**src/verilog/twdps_regs.vh**
```
/*
 Constants for the two-wire debug link registers and frames.
 Assumes inclusion by bare name from design files.
*/
`ifndef TWDPS_REGS_VH
`define TWDPS_REGS_VH
`define TWDPS_ADDR_DEVID 8'h00
`define TWDPS_ADDR_REVID 8'h01
`define TWDPS_ADDR_FLCTL 8'h02
`define TWDPS_ADDR_FLDAT 8'hb4
`define TWDPS_RST_ADDR 8'h00
`define TWDPS_RST_FLCTL 8'h00
`define TWDPS_RST_FLDAT 8'h00
`define TWDPS_INS_DATA_RD 2'h0
`define TWDPS_INS_ADDR_RD 2'h2
`define TWDPS_INS_DATA_WR 2'h1
`define TWDPS_INS_ADDR_WR 2'h3
`define TWDPS_WAIT_CYC 4'h2
`endif

```
**src/verilog/twdps_sync.v**
```verilog
/*
 Two-flop synchroniser for one level from outside the clock domain.
 Assumes the input is asynchronous to clk_i.
*/
`timescale 1ns/1ps
module twdps_sync
#(
  parameter RST_VAL = 1'b0
)
(
  input wire clk_i,
  input wire rst_i,
  input wire async_i,
  output wire sync_o
);
  reg meta_q;
  reg sync_q;
  always @(posedge clk_i)
  begin
    if (rst_i)
    begin
      meta_q <= RST_VAL;
      sync_q <= RST_VAL;
    end
    else
    begin
      meta_q <= async_i;
      sync_q <= meta_q;
    end
  end
  assign sync_o = sync_q;
endmodule

```
**src/verilog/twdps_top.v**
```verilog
/*
 Device end of the two-wire debug link, with pin sharing of the reset
 and the shared port pin. Link registers sit behind the link only.
 Assumes the host clocks the link only while the core is halted, and
 that the link clock is much slower than core_clk_i.
*/
// How it works
// - One host link clock and one two-way data line carry all traffic
// - Link address, identity and flash registers are reachable only by link
// - Flash, boundary scan and debug served over the link in the end system
// - Link traffic is served while the core is halted, peripherals stalled
// - While halted, reset pin acts as link clock and port pin as link data
`timescale 1ns/1ps
`include "twdps_regs.vh"
module twdps_top
#(
  parameter DEV_ID = 8'h5a,
  parameter REV_ID = 8'h01
)
(
  input wire core_clk_i,
  input wire rst_i,
  input wire halted_i,
  input wire reset_pin_i,
  input wire shared_port_pin_i,
  input wire user_port_o_i,
  input wire user_port_oe_i,
  output wire shared_port_pin_o,
  output wire shared_port_pin_oe_o,
  output wire user_reset_n_o,
  output wire user_port_i_o,
  output reg [7:0] flash_program_control_o,
  output reg [7:0] flash_data_wr_o,
  output reg flash_data_wr_stb_o,
  input wire [7:0] flash_data_rd_i
);
  // DEV_ID and REV_ID defaults are arbitrary values.
  localparam S_IDLE = 3'h0;
  localparam S_INS = 3'h1;
  localparam S_LEN = 3'h2;
  localparam S_WDATA = 3'h3;
  localparam S_WAIT = 3'h4;
  localparam S_RDATA = 3'h5;
  localparam S_STOP = 3'h6;

  //////////////////////////////////////////////////////////////////////
  wire clk_s;
  wire dat_s;
  // Link clock idles high; a low reset value would fake an edge
  twdps_sync #(.RST_VAL(1'b1)) u_sync_clk
  (
    .clk_i(core_clk_i),
    .rst_i(rst_i),
    .async_i(reset_pin_i),
    .sync_o(clk_s)
  );
  twdps_sync u_sync_dat
  (
    .clk_i(core_clk_i),
    .rst_i(rst_i),
    .async_i(shared_port_pin_i),
    .sync_o(dat_s)
  );
  reg clk_prev_q;
  reg [2:0] st_q;
  reg [1:0] ins_q;
  reg [3:0] cnt_q;
  reg [7:0] sh_q;
  reg [7:0] addr_q;
  reg drv_q;
  reg dout_q;
  wire rise = clk_s & ~clk_prev_q;
  wire fall = ~clk_s & clk_prev_q;
  wire active = halted_i;

  // Registers other than addr_q are only visible through this mux on the link
  reg [7:0] rd_val;
  always @*
  begin
    rd_val = 8'h00;
    case (addr_q)
      `TWDPS_ADDR_DEVID: rd_val = DEV_ID;
      `TWDPS_ADDR_REVID: rd_val = REV_ID;
      `TWDPS_ADDR_FLCTL: rd_val = flash_program_control_o;
      `TWDPS_ADDR_FLDAT: rd_val = flash_data_rd_i;
      default: rd_val = 8'h00;
    endcase
  end

  //////////////////////////////////////////////////////////////////////
  always @(posedge core_clk_i)
  begin
    if (rst_i)
    begin
      clk_prev_q <= 1'b1;
      st_q <= S_IDLE;
      ins_q <= 2'h0;
      cnt_q <= 4'h0;
      sh_q <= 8'h00;
      addr_q <= `TWDPS_RST_ADDR;
      drv_q <= 1'b0;
      dout_q <= 1'b0;
      flash_program_control_o <= `TWDPS_RST_FLCTL;
      flash_data_wr_o <= `TWDPS_RST_FLDAT;
      flash_data_wr_stb_o <= 1'b0;
    end
    else
    begin
      clk_prev_q <= clk_s;
      flash_data_wr_stb_o <= 1'b0;
      if (!active)
      begin
        // Leaving halt aborts any frame and frees the data pin
        st_q <= S_IDLE;
        drv_q <= 1'b0;
      end
      else if (rise)
      begin
        case (st_q)
          S_IDLE:
          begin
            // Start bit is one clock with the line ignored
            st_q <= S_INS;
            cnt_q <= 4'h0;
          end
          S_INS:
          begin
            ins_q <= {dat_s, ins_q[1]};
            cnt_q <= cnt_q + 4'h1;
            if (cnt_q == 4'h1)
            begin
              cnt_q <= 4'h0;
              if ({dat_s, ins_q[1]} == `TWDPS_INS_ADDR_WR)
                st_q <= S_WDATA;
              else if ({dat_s, ins_q[1]} == `TWDPS_INS_ADDR_RD)
              begin
                sh_q <= addr_q;
                st_q <= S_RDATA;
              end
              else
                st_q <= S_LEN;
            end
          end
          S_LEN:
          begin
            // Length field: single-byte transfers only are used
            cnt_q <= cnt_q + 4'h1;
            if (cnt_q == 4'h1)
            begin
              cnt_q <= 4'h0;
              st_q <= (ins_q == `TWDPS_INS_DATA_WR) ? S_WDATA : S_WAIT;
            end
          end
          S_WDATA:
          begin
            sh_q <= {dat_s, sh_q[7:1]};
            cnt_q <= cnt_q + 4'h1;
            if (cnt_q == 4'h7)
            begin
              cnt_q <= 4'h0;
              st_q <= S_STOP;
              if (ins_q == `TWDPS_INS_ADDR_WR)
                addr_q <= {dat_s, sh_q[7:1]};
              else if (addr_q == `TWDPS_ADDR_FLCTL)
                flash_program_control_o <= {dat_s, sh_q[7:1]};
              else if (addr_q == `TWDPS_ADDR_FLDAT)
              begin
                flash_data_wr_o <= {dat_s, sh_q[7:1]};
                flash_data_wr_stb_o <= 1'b1;
              end
            end
          end
          S_WAIT:
          begin
            // Fixed wait of three link clocks; no ready bit is sent
            cnt_q <= cnt_q + 4'h1;
            if (cnt_q == `TWDPS_WAIT_CYC)
            begin
              cnt_q <= 4'h0;
              sh_q <= rd_val;
              st_q <= S_RDATA;
            end
          end
          S_RDATA:
          begin
            cnt_q <= cnt_q + 4'h1;
            if (cnt_q == 4'h8)
            begin
              cnt_q <= 4'h0;
              st_q <= S_STOP;
            end
          end
          S_STOP:
            st_q <= S_IDLE;
          default:
            st_q <= S_IDLE;
        endcase
      end
      else if (fall && active)
      begin
        // Data is launched on the falling link clock edge
        if (st_q == S_RDATA && cnt_q != 4'h8)
        begin
          drv_q <= 1'b1;
          dout_q <= sh_q[0];
          sh_q <= {1'b0, sh_q[7:1]};
        end
        else
          drv_q <= 1'b0;
      end
    end
  end

  //////////////////////////////////////////////////////////////////////
  // Pin sharing: user logic owns the pins when not halted
  assign shared_port_pin_oe_o = active ? drv_q : user_port_oe_i;
  assign shared_port_pin_o = active ? dout_q : user_port_o_i;
  // Reset pin is input only; while halted its pulses are link clocks
  assign user_reset_n_o = active ? 1'b1 : clk_s;
  assign user_port_i_o = dat_s;
endmodule

```
**config.mk**
```make
export PLATFORM = sky130hd
export DESIGN_NAME = twdps_top
export DESIGN_NICKNAME = d
export VERILOG_FILES = /design/src/verilog/twdps_sync.v /design/src/verilog/twdps_top.v
export VERILOG_INCLUDE_DIRS = /design/src /design/src/verilog
export SDC_FILE = /design/constraint.sdc
export NUM_CORES = 1
export LEC_CHECK = 0
export ABC_AREA = 1
export BUFFER_PORTS_ARGS = -buffer_cell sky130_fd_sc_hd__buf_2
export CORE_AREA = 10 10 85 87
export CTS_BUF_LIST = sky130_fd_sc_hd__clkbuf_4 sky130_fd_sc_hd__clkbuf_8
export CTS_CLUSTER_DIAMETER = 60
export DETAILED_ROUTE_END_ITERATION = 12
export DIE_AREA = 0 0 95 97
export PLACE_DENSITY = 0.69
export SETUP_SLACK_MARGIN = 0.05
export SYNTH_ARGS = -nofsm -noshare
export SYNTH_HDL_FRONTEND = slang
export SYNTH_SLANG_ARGS = --single-unit
```
**constraint.sdc**
```tcl
create_clock -name core_clk_i -period 2.3 [get_ports core_clk_i]
set_input_delay 0.575 -clock core_clk_i [delete_from_list [all_inputs] [get_ports core_clk_i]]
set_output_delay 0.575 -clock core_clk_i [all_outputs]
set_load 0.01 [all_outputs]
```
==> qor_table.md <==
| Step | Parameter | This run |
|---|---|---|
| floorplanning | Total I/O pin count | 36 |
| timing | Crit share post-route | 82.0% |
| logic synthesis | Yosys reg bits | 49 |
| logic synthesis | Post-synthesis cell count | 411 |
| setup path | Element type at the critical path start | register |
| setup path | FF-to-FF path depth | 6 |
| cells and area | Number of standard cells in the final layout excluding fillers | 519 |
| cells and area | Final net count | 465 |
| floorplanning | Area enclosed by the die boundary | 9220 sq um |
| timing | Setup tns final | 0 ns |
| pwr | Worst VDD drop | 0.289 mV |
| route | Post-route DRC | 0 |
| timing | Time the worst path needs with I/O delays and setup | 1.89 ns |
| logic synthesis | Count of yosys warnings during synthesis | 0 |
| run | MaxCap Viol Count | 0 |
| pwr | PD cells | 489 nW/um^2 |
| setup path | Capture instance of the worst register-to-register path | flash_program_control_o[4] |
| cts | Cell chosen for the clock root | sky130_fd_sc_hd__clkbuf_8 |
| logic synthesis | Share of flip-flops with an asynchronous set or reset after synthesis | 0% |
| cells and area | Area growth from synthesis to final layout | 11.3% |
| setup path | Data required time of the critical path | 2.50 ns |
| cts | Post-CTS clock slew at the launch and capture registers of the worst setup and hold paths | 0.10 ns |
| setup path | Kind of critical path | reg -> reg |
| route | Number of nets with antenna violations after detailed routing | 0 |
| timing | Final Max Slew Viols | 0 |
| route | Detail-routed via count per cell | 5.10 |
| floorplanning | Die outline width | 95 um |
| logic synthesis | Post-synthesis net count | 430 |
| route | TritonRoute pass-1 iters | 5 |
| grt | GRT Resource Usage Total | 15.2% |
| setup path | Type of element capturing the critical path | register |
| route | Total via count in the routed design | 2649 |
| placement | IO Port Bufs | 35 |
| worst hold path | HP Class | reg -> reg |
| cells and area | Area of all sequential standard cells | 981 sq um |
| timing | Worst-case clock skew | 0.0106 ns |
| worst hold path | Worst min-delay path startpoint | u_sync_dat.meta_q |
| cts | Largest buffer count on any clock path | 2 |
| worst hold path | Hold worst-path end | u_sync_dat.sync_o |
| timing | Slew at the pin with the worst max-slew slack | 0.443 ns |
| route | 1st-iter DRT viols | 267 |
| cts | Cts-stage hold buffer count | 0 |
| logic synthesis | Part of the Yosys area used for sequential elements | 36.4% |
| cells and area | Fill cell instance count of the final layout | 570 |
| grt | Number of global-route vias before repair | 2410 |
| setup path | R2R Setup Slk | 0.41 ns |
| placement | Cell total after placement | 511 |
| timing | Setup repair after global routing missed its margin | false |
| cts | H-tree depth reported by CTS | 2 |
| worst hold path | Number of cells on the worst hold path | 2 |
| placement | Pre-CTS setup slack | 0.411 ns |
| floorplanning | Number of placement rows | 27 |
| route | Average wire per cell in the routed design | 13.4 um |
| logic synthesis | Number of distinct library cells after synthesis | 34 |
| timing | Slew Limit Headroom | 70.3% |
| logic synthesis | Most used flip-flop cell after synthesis | sky130_fd_sc_hd__dfxtp_1 |
| cells and area | Fraction of final layout cells with drive strength greater than 1 | 16.8% |
| timing | Achievable Freq | 530 MHz |
| floorplanning | Core footprint | 5470 sq um |
| cells and area | Design area | 3000 sq um |
| cts | Clock tree from TritonCTS | built |
| setup path | Launch point of the worst reg-to-reg path | cnt_q[0] |
| setup path | CP max FO | 16 |
| placement | Global placement routability congestion | 0.917 |
| timing | Worst Setup Slack, final | 0.414 ns |
| grt | Antenna violations before repair | 0 |
| floorplanning | Vert. Die Dim | 97 um |
| timing | Final number of setup-violating endpoints | 0 |
| grt | First-pass GRT wire length | 11500 um |
| cts | Post-CTS setup-driven buffer insertion count | 0 |
| cts | CTS Buf Count | 5 |
| pwr | Static leakage | 1.34 nW |
| route | Sum of routed wire length over all layers | 6970 um |
| timing | Worst Hold Slack | 0.406 ns |
| placement | Estimated wirelength of the detail-placed design | 5160 um |
| cells and area | Area taken by multi-input logic gates | 1410 sq um |
| floorplanning | Initial cell density of the core | 49.2% |
| setup path | Data arrival at the endpoint of the critical path | 2.09 ns |
| cells and area | Count of inserted antenna diode cells | 0 |
| logic synthesis | EDFF count, synth | 0 |
| logic synthesis | Cell area after synthesis | 2700 sq um |
| timing | Number of hold-slack violations in the final timing report | 0 |
| run status | Outcome | finished clean |
| placement | Placed inst area | 2910 sq um |
| grt | Total global routing overflow | 0 |
| cts | Clock latency reported for the late side of the worst-skew pair | 0.31 ns |
| logic synthesis | Synthesized area divided by synthesized cell count | 6.56 sq um |
| cts | Gates resized, CTS repair | 0 |
| cts | Number of sinks driven by the clock tree | 49 |
| grt | Maximum number of pins on one net before global-route repair | 36 |
-- where the power goes --
part	total [mW]	internal, mW	leakage, nW	switching [mW]
logic	0.0778	0.0289	0.903	0.0489
registers	0.861	0.854	0.396	0.00682
clock network	0.527	0.227	0.0408	0.301
total	1.47	1.11	1.34	0.356
-- per-stage QoR --
step / power (mW) / util, %
floorplan: 0.929 / -
global placement: 0.957 / 53.2
detailed placement: 0.958 / 53.2
CTS: 1.48 / 54.8
global route: 1.53 / 54.8
finish: 1.47 / 54.8
-- critical path, stage by stage (launching register included) --
cell,delay (ns)
sky130_fd_sc_hd__dfxtp_1,0.41
sky130_fd_sc_hd__ha_1,0.23
sky130_fd_sc_hd__nand3_1,0.19
sky130_fd_sc_hd__nor3_4,0.31
sky130_fd_sc_hd__nand3_2,0.32
sky130_fd_sc_hd__o21ai_0,0.28
sky130_fd_sc_hd__a21oi_1,0.06
-- kinds of logic after synthesis --
| family | after synthesis | synth area share, % |
|---|---|---|
| compound gates | 83 | 16.8 |
| buf+inv | 70 | 11.1 |
| flops | 49 | 36.4 |
| fa+ha+maj | 4 | 1.86 |
| simple gates | 204 | 33.5 |
| xor+xnor | 1 | 0.325 |
-- state kept, by name, indices dropped and copies added, names as in the netlist, 2 cells and up --
signal and count:
addr_q 8, st_q 3, flash_data_wr_o 8, flash_program_control_o 8, cnt_q 4, sh_q 8, ins_q 2
-- per-layer routing --
metal / GRT usage, % / vias up / wire (um)
li1: - / 1371 / -
met1: 20.3 / 1184 / 3270
met2: 23.5 / 81 / 3160
met3: 3.16 / 13 / 414
met4: 4.81 / 0 / 120
met5: 0 / - / 0
-- layout make-up --
type	count	area share [%]
multi-input combinational	292	47.1
sequential	49	32.7
inverter	60	7.55
timing repair buffer	38	6.59
tap	72	3.00
clock buffer	6	2.54
clock inverter	2	0.500
-- Yosys cell counts (4+ instances only) --
master | count | share of area, %
sky130_fd_sc_hd__nand2_1 | 111 | 15
sky130_fd_sc_hd__nand3_1 | 25 | 4.6
sky130_fd_sc_hd__nor2_2 | 4 | 0.93
sky130_fd_sc_hd__inv_1 | 55 | 7.7
sky130_fd_sc_hd__o21ai_0 | 31 | 5.8
sky130_fd_sc_hd__inv_2 | 4 | 0.56
sky130_fd_sc_hd__ha_1 | 4 | 1.9
sky130_fd_sc_hd__a21oi_1 | 39 | 7.2
sky130_fd_sc_hd__buf_6 | 4 | 1.7
sky130_fd_sc_hd__dfxtp_1 | 49 | 36
sky130_fd_sc_hd__nor2_1 | 47 | 6.5
sky130_fd_sc_hd__nand3_2 | 5 | 1.9
-- how the worst max path moves through the flow --
stage                         from                         end  slack, ns  cells after the start
final                     cnt_q[0]  flash_program_control_o[4]       0.41                      6
after floorplan           cnt_q[0]  flash_program_control_o[0]       0.78                      7
after global placement    halted_i  flash_program_control_o[6]       0.47                      6
after CTS                 cnt_q[0]  flash_program_control_o[4]       0.42                      6
after detailed placement  halted_i  flash_program_control_o[4]       0.41                      6
after global routing      cnt_q[0]  flash_program_control_o[6]       0.23                      6
-- cell usage in the layout (no fill, tap or decap), types with 3 or more instances in the layout --
| cell type | n |
|---|---|
| sky130_fd_sc_hd__nand3_2 | 5 |
| sky130_fd_sc_hd__dfxtp_1 | 49 |
| sky130_fd_sc_hd__a21oi_2 | 3 |
| sky130_fd_sc_hd__buf_4 | 3 |
| sky130_fd_sc_hd__or2_2 | 3 |
| sky130_fd_sc_hd__inv_1 | 55 |
| sky130_fd_sc_hd__nand3_1 | 25 |
| sky130_fd_sc_hd__a21oi_1 | 39 |
| sky130_fd_sc_hd__nor2_2 | 4 |
| sky130_fd_sc_hd__buf_2 | 35 |
| sky130_fd_sc_hd__o21ai_2 | 3 |
| sky130_fd_sc_hd__inv_2 | 4 |
| sky130_fd_sc_hd__ha_1 | 4 |
| sky130_fd_sc_hd__o21ai_0 | 31 |
| sky130_fd_sc_hd__clkbuf_8 | 5 |
| sky130_fd_sc_hd__nand2_1 | 111 |
| sky130_fd_sc_hd__nor2_1 | 47 |
Power figures use the tool's default switching activity.
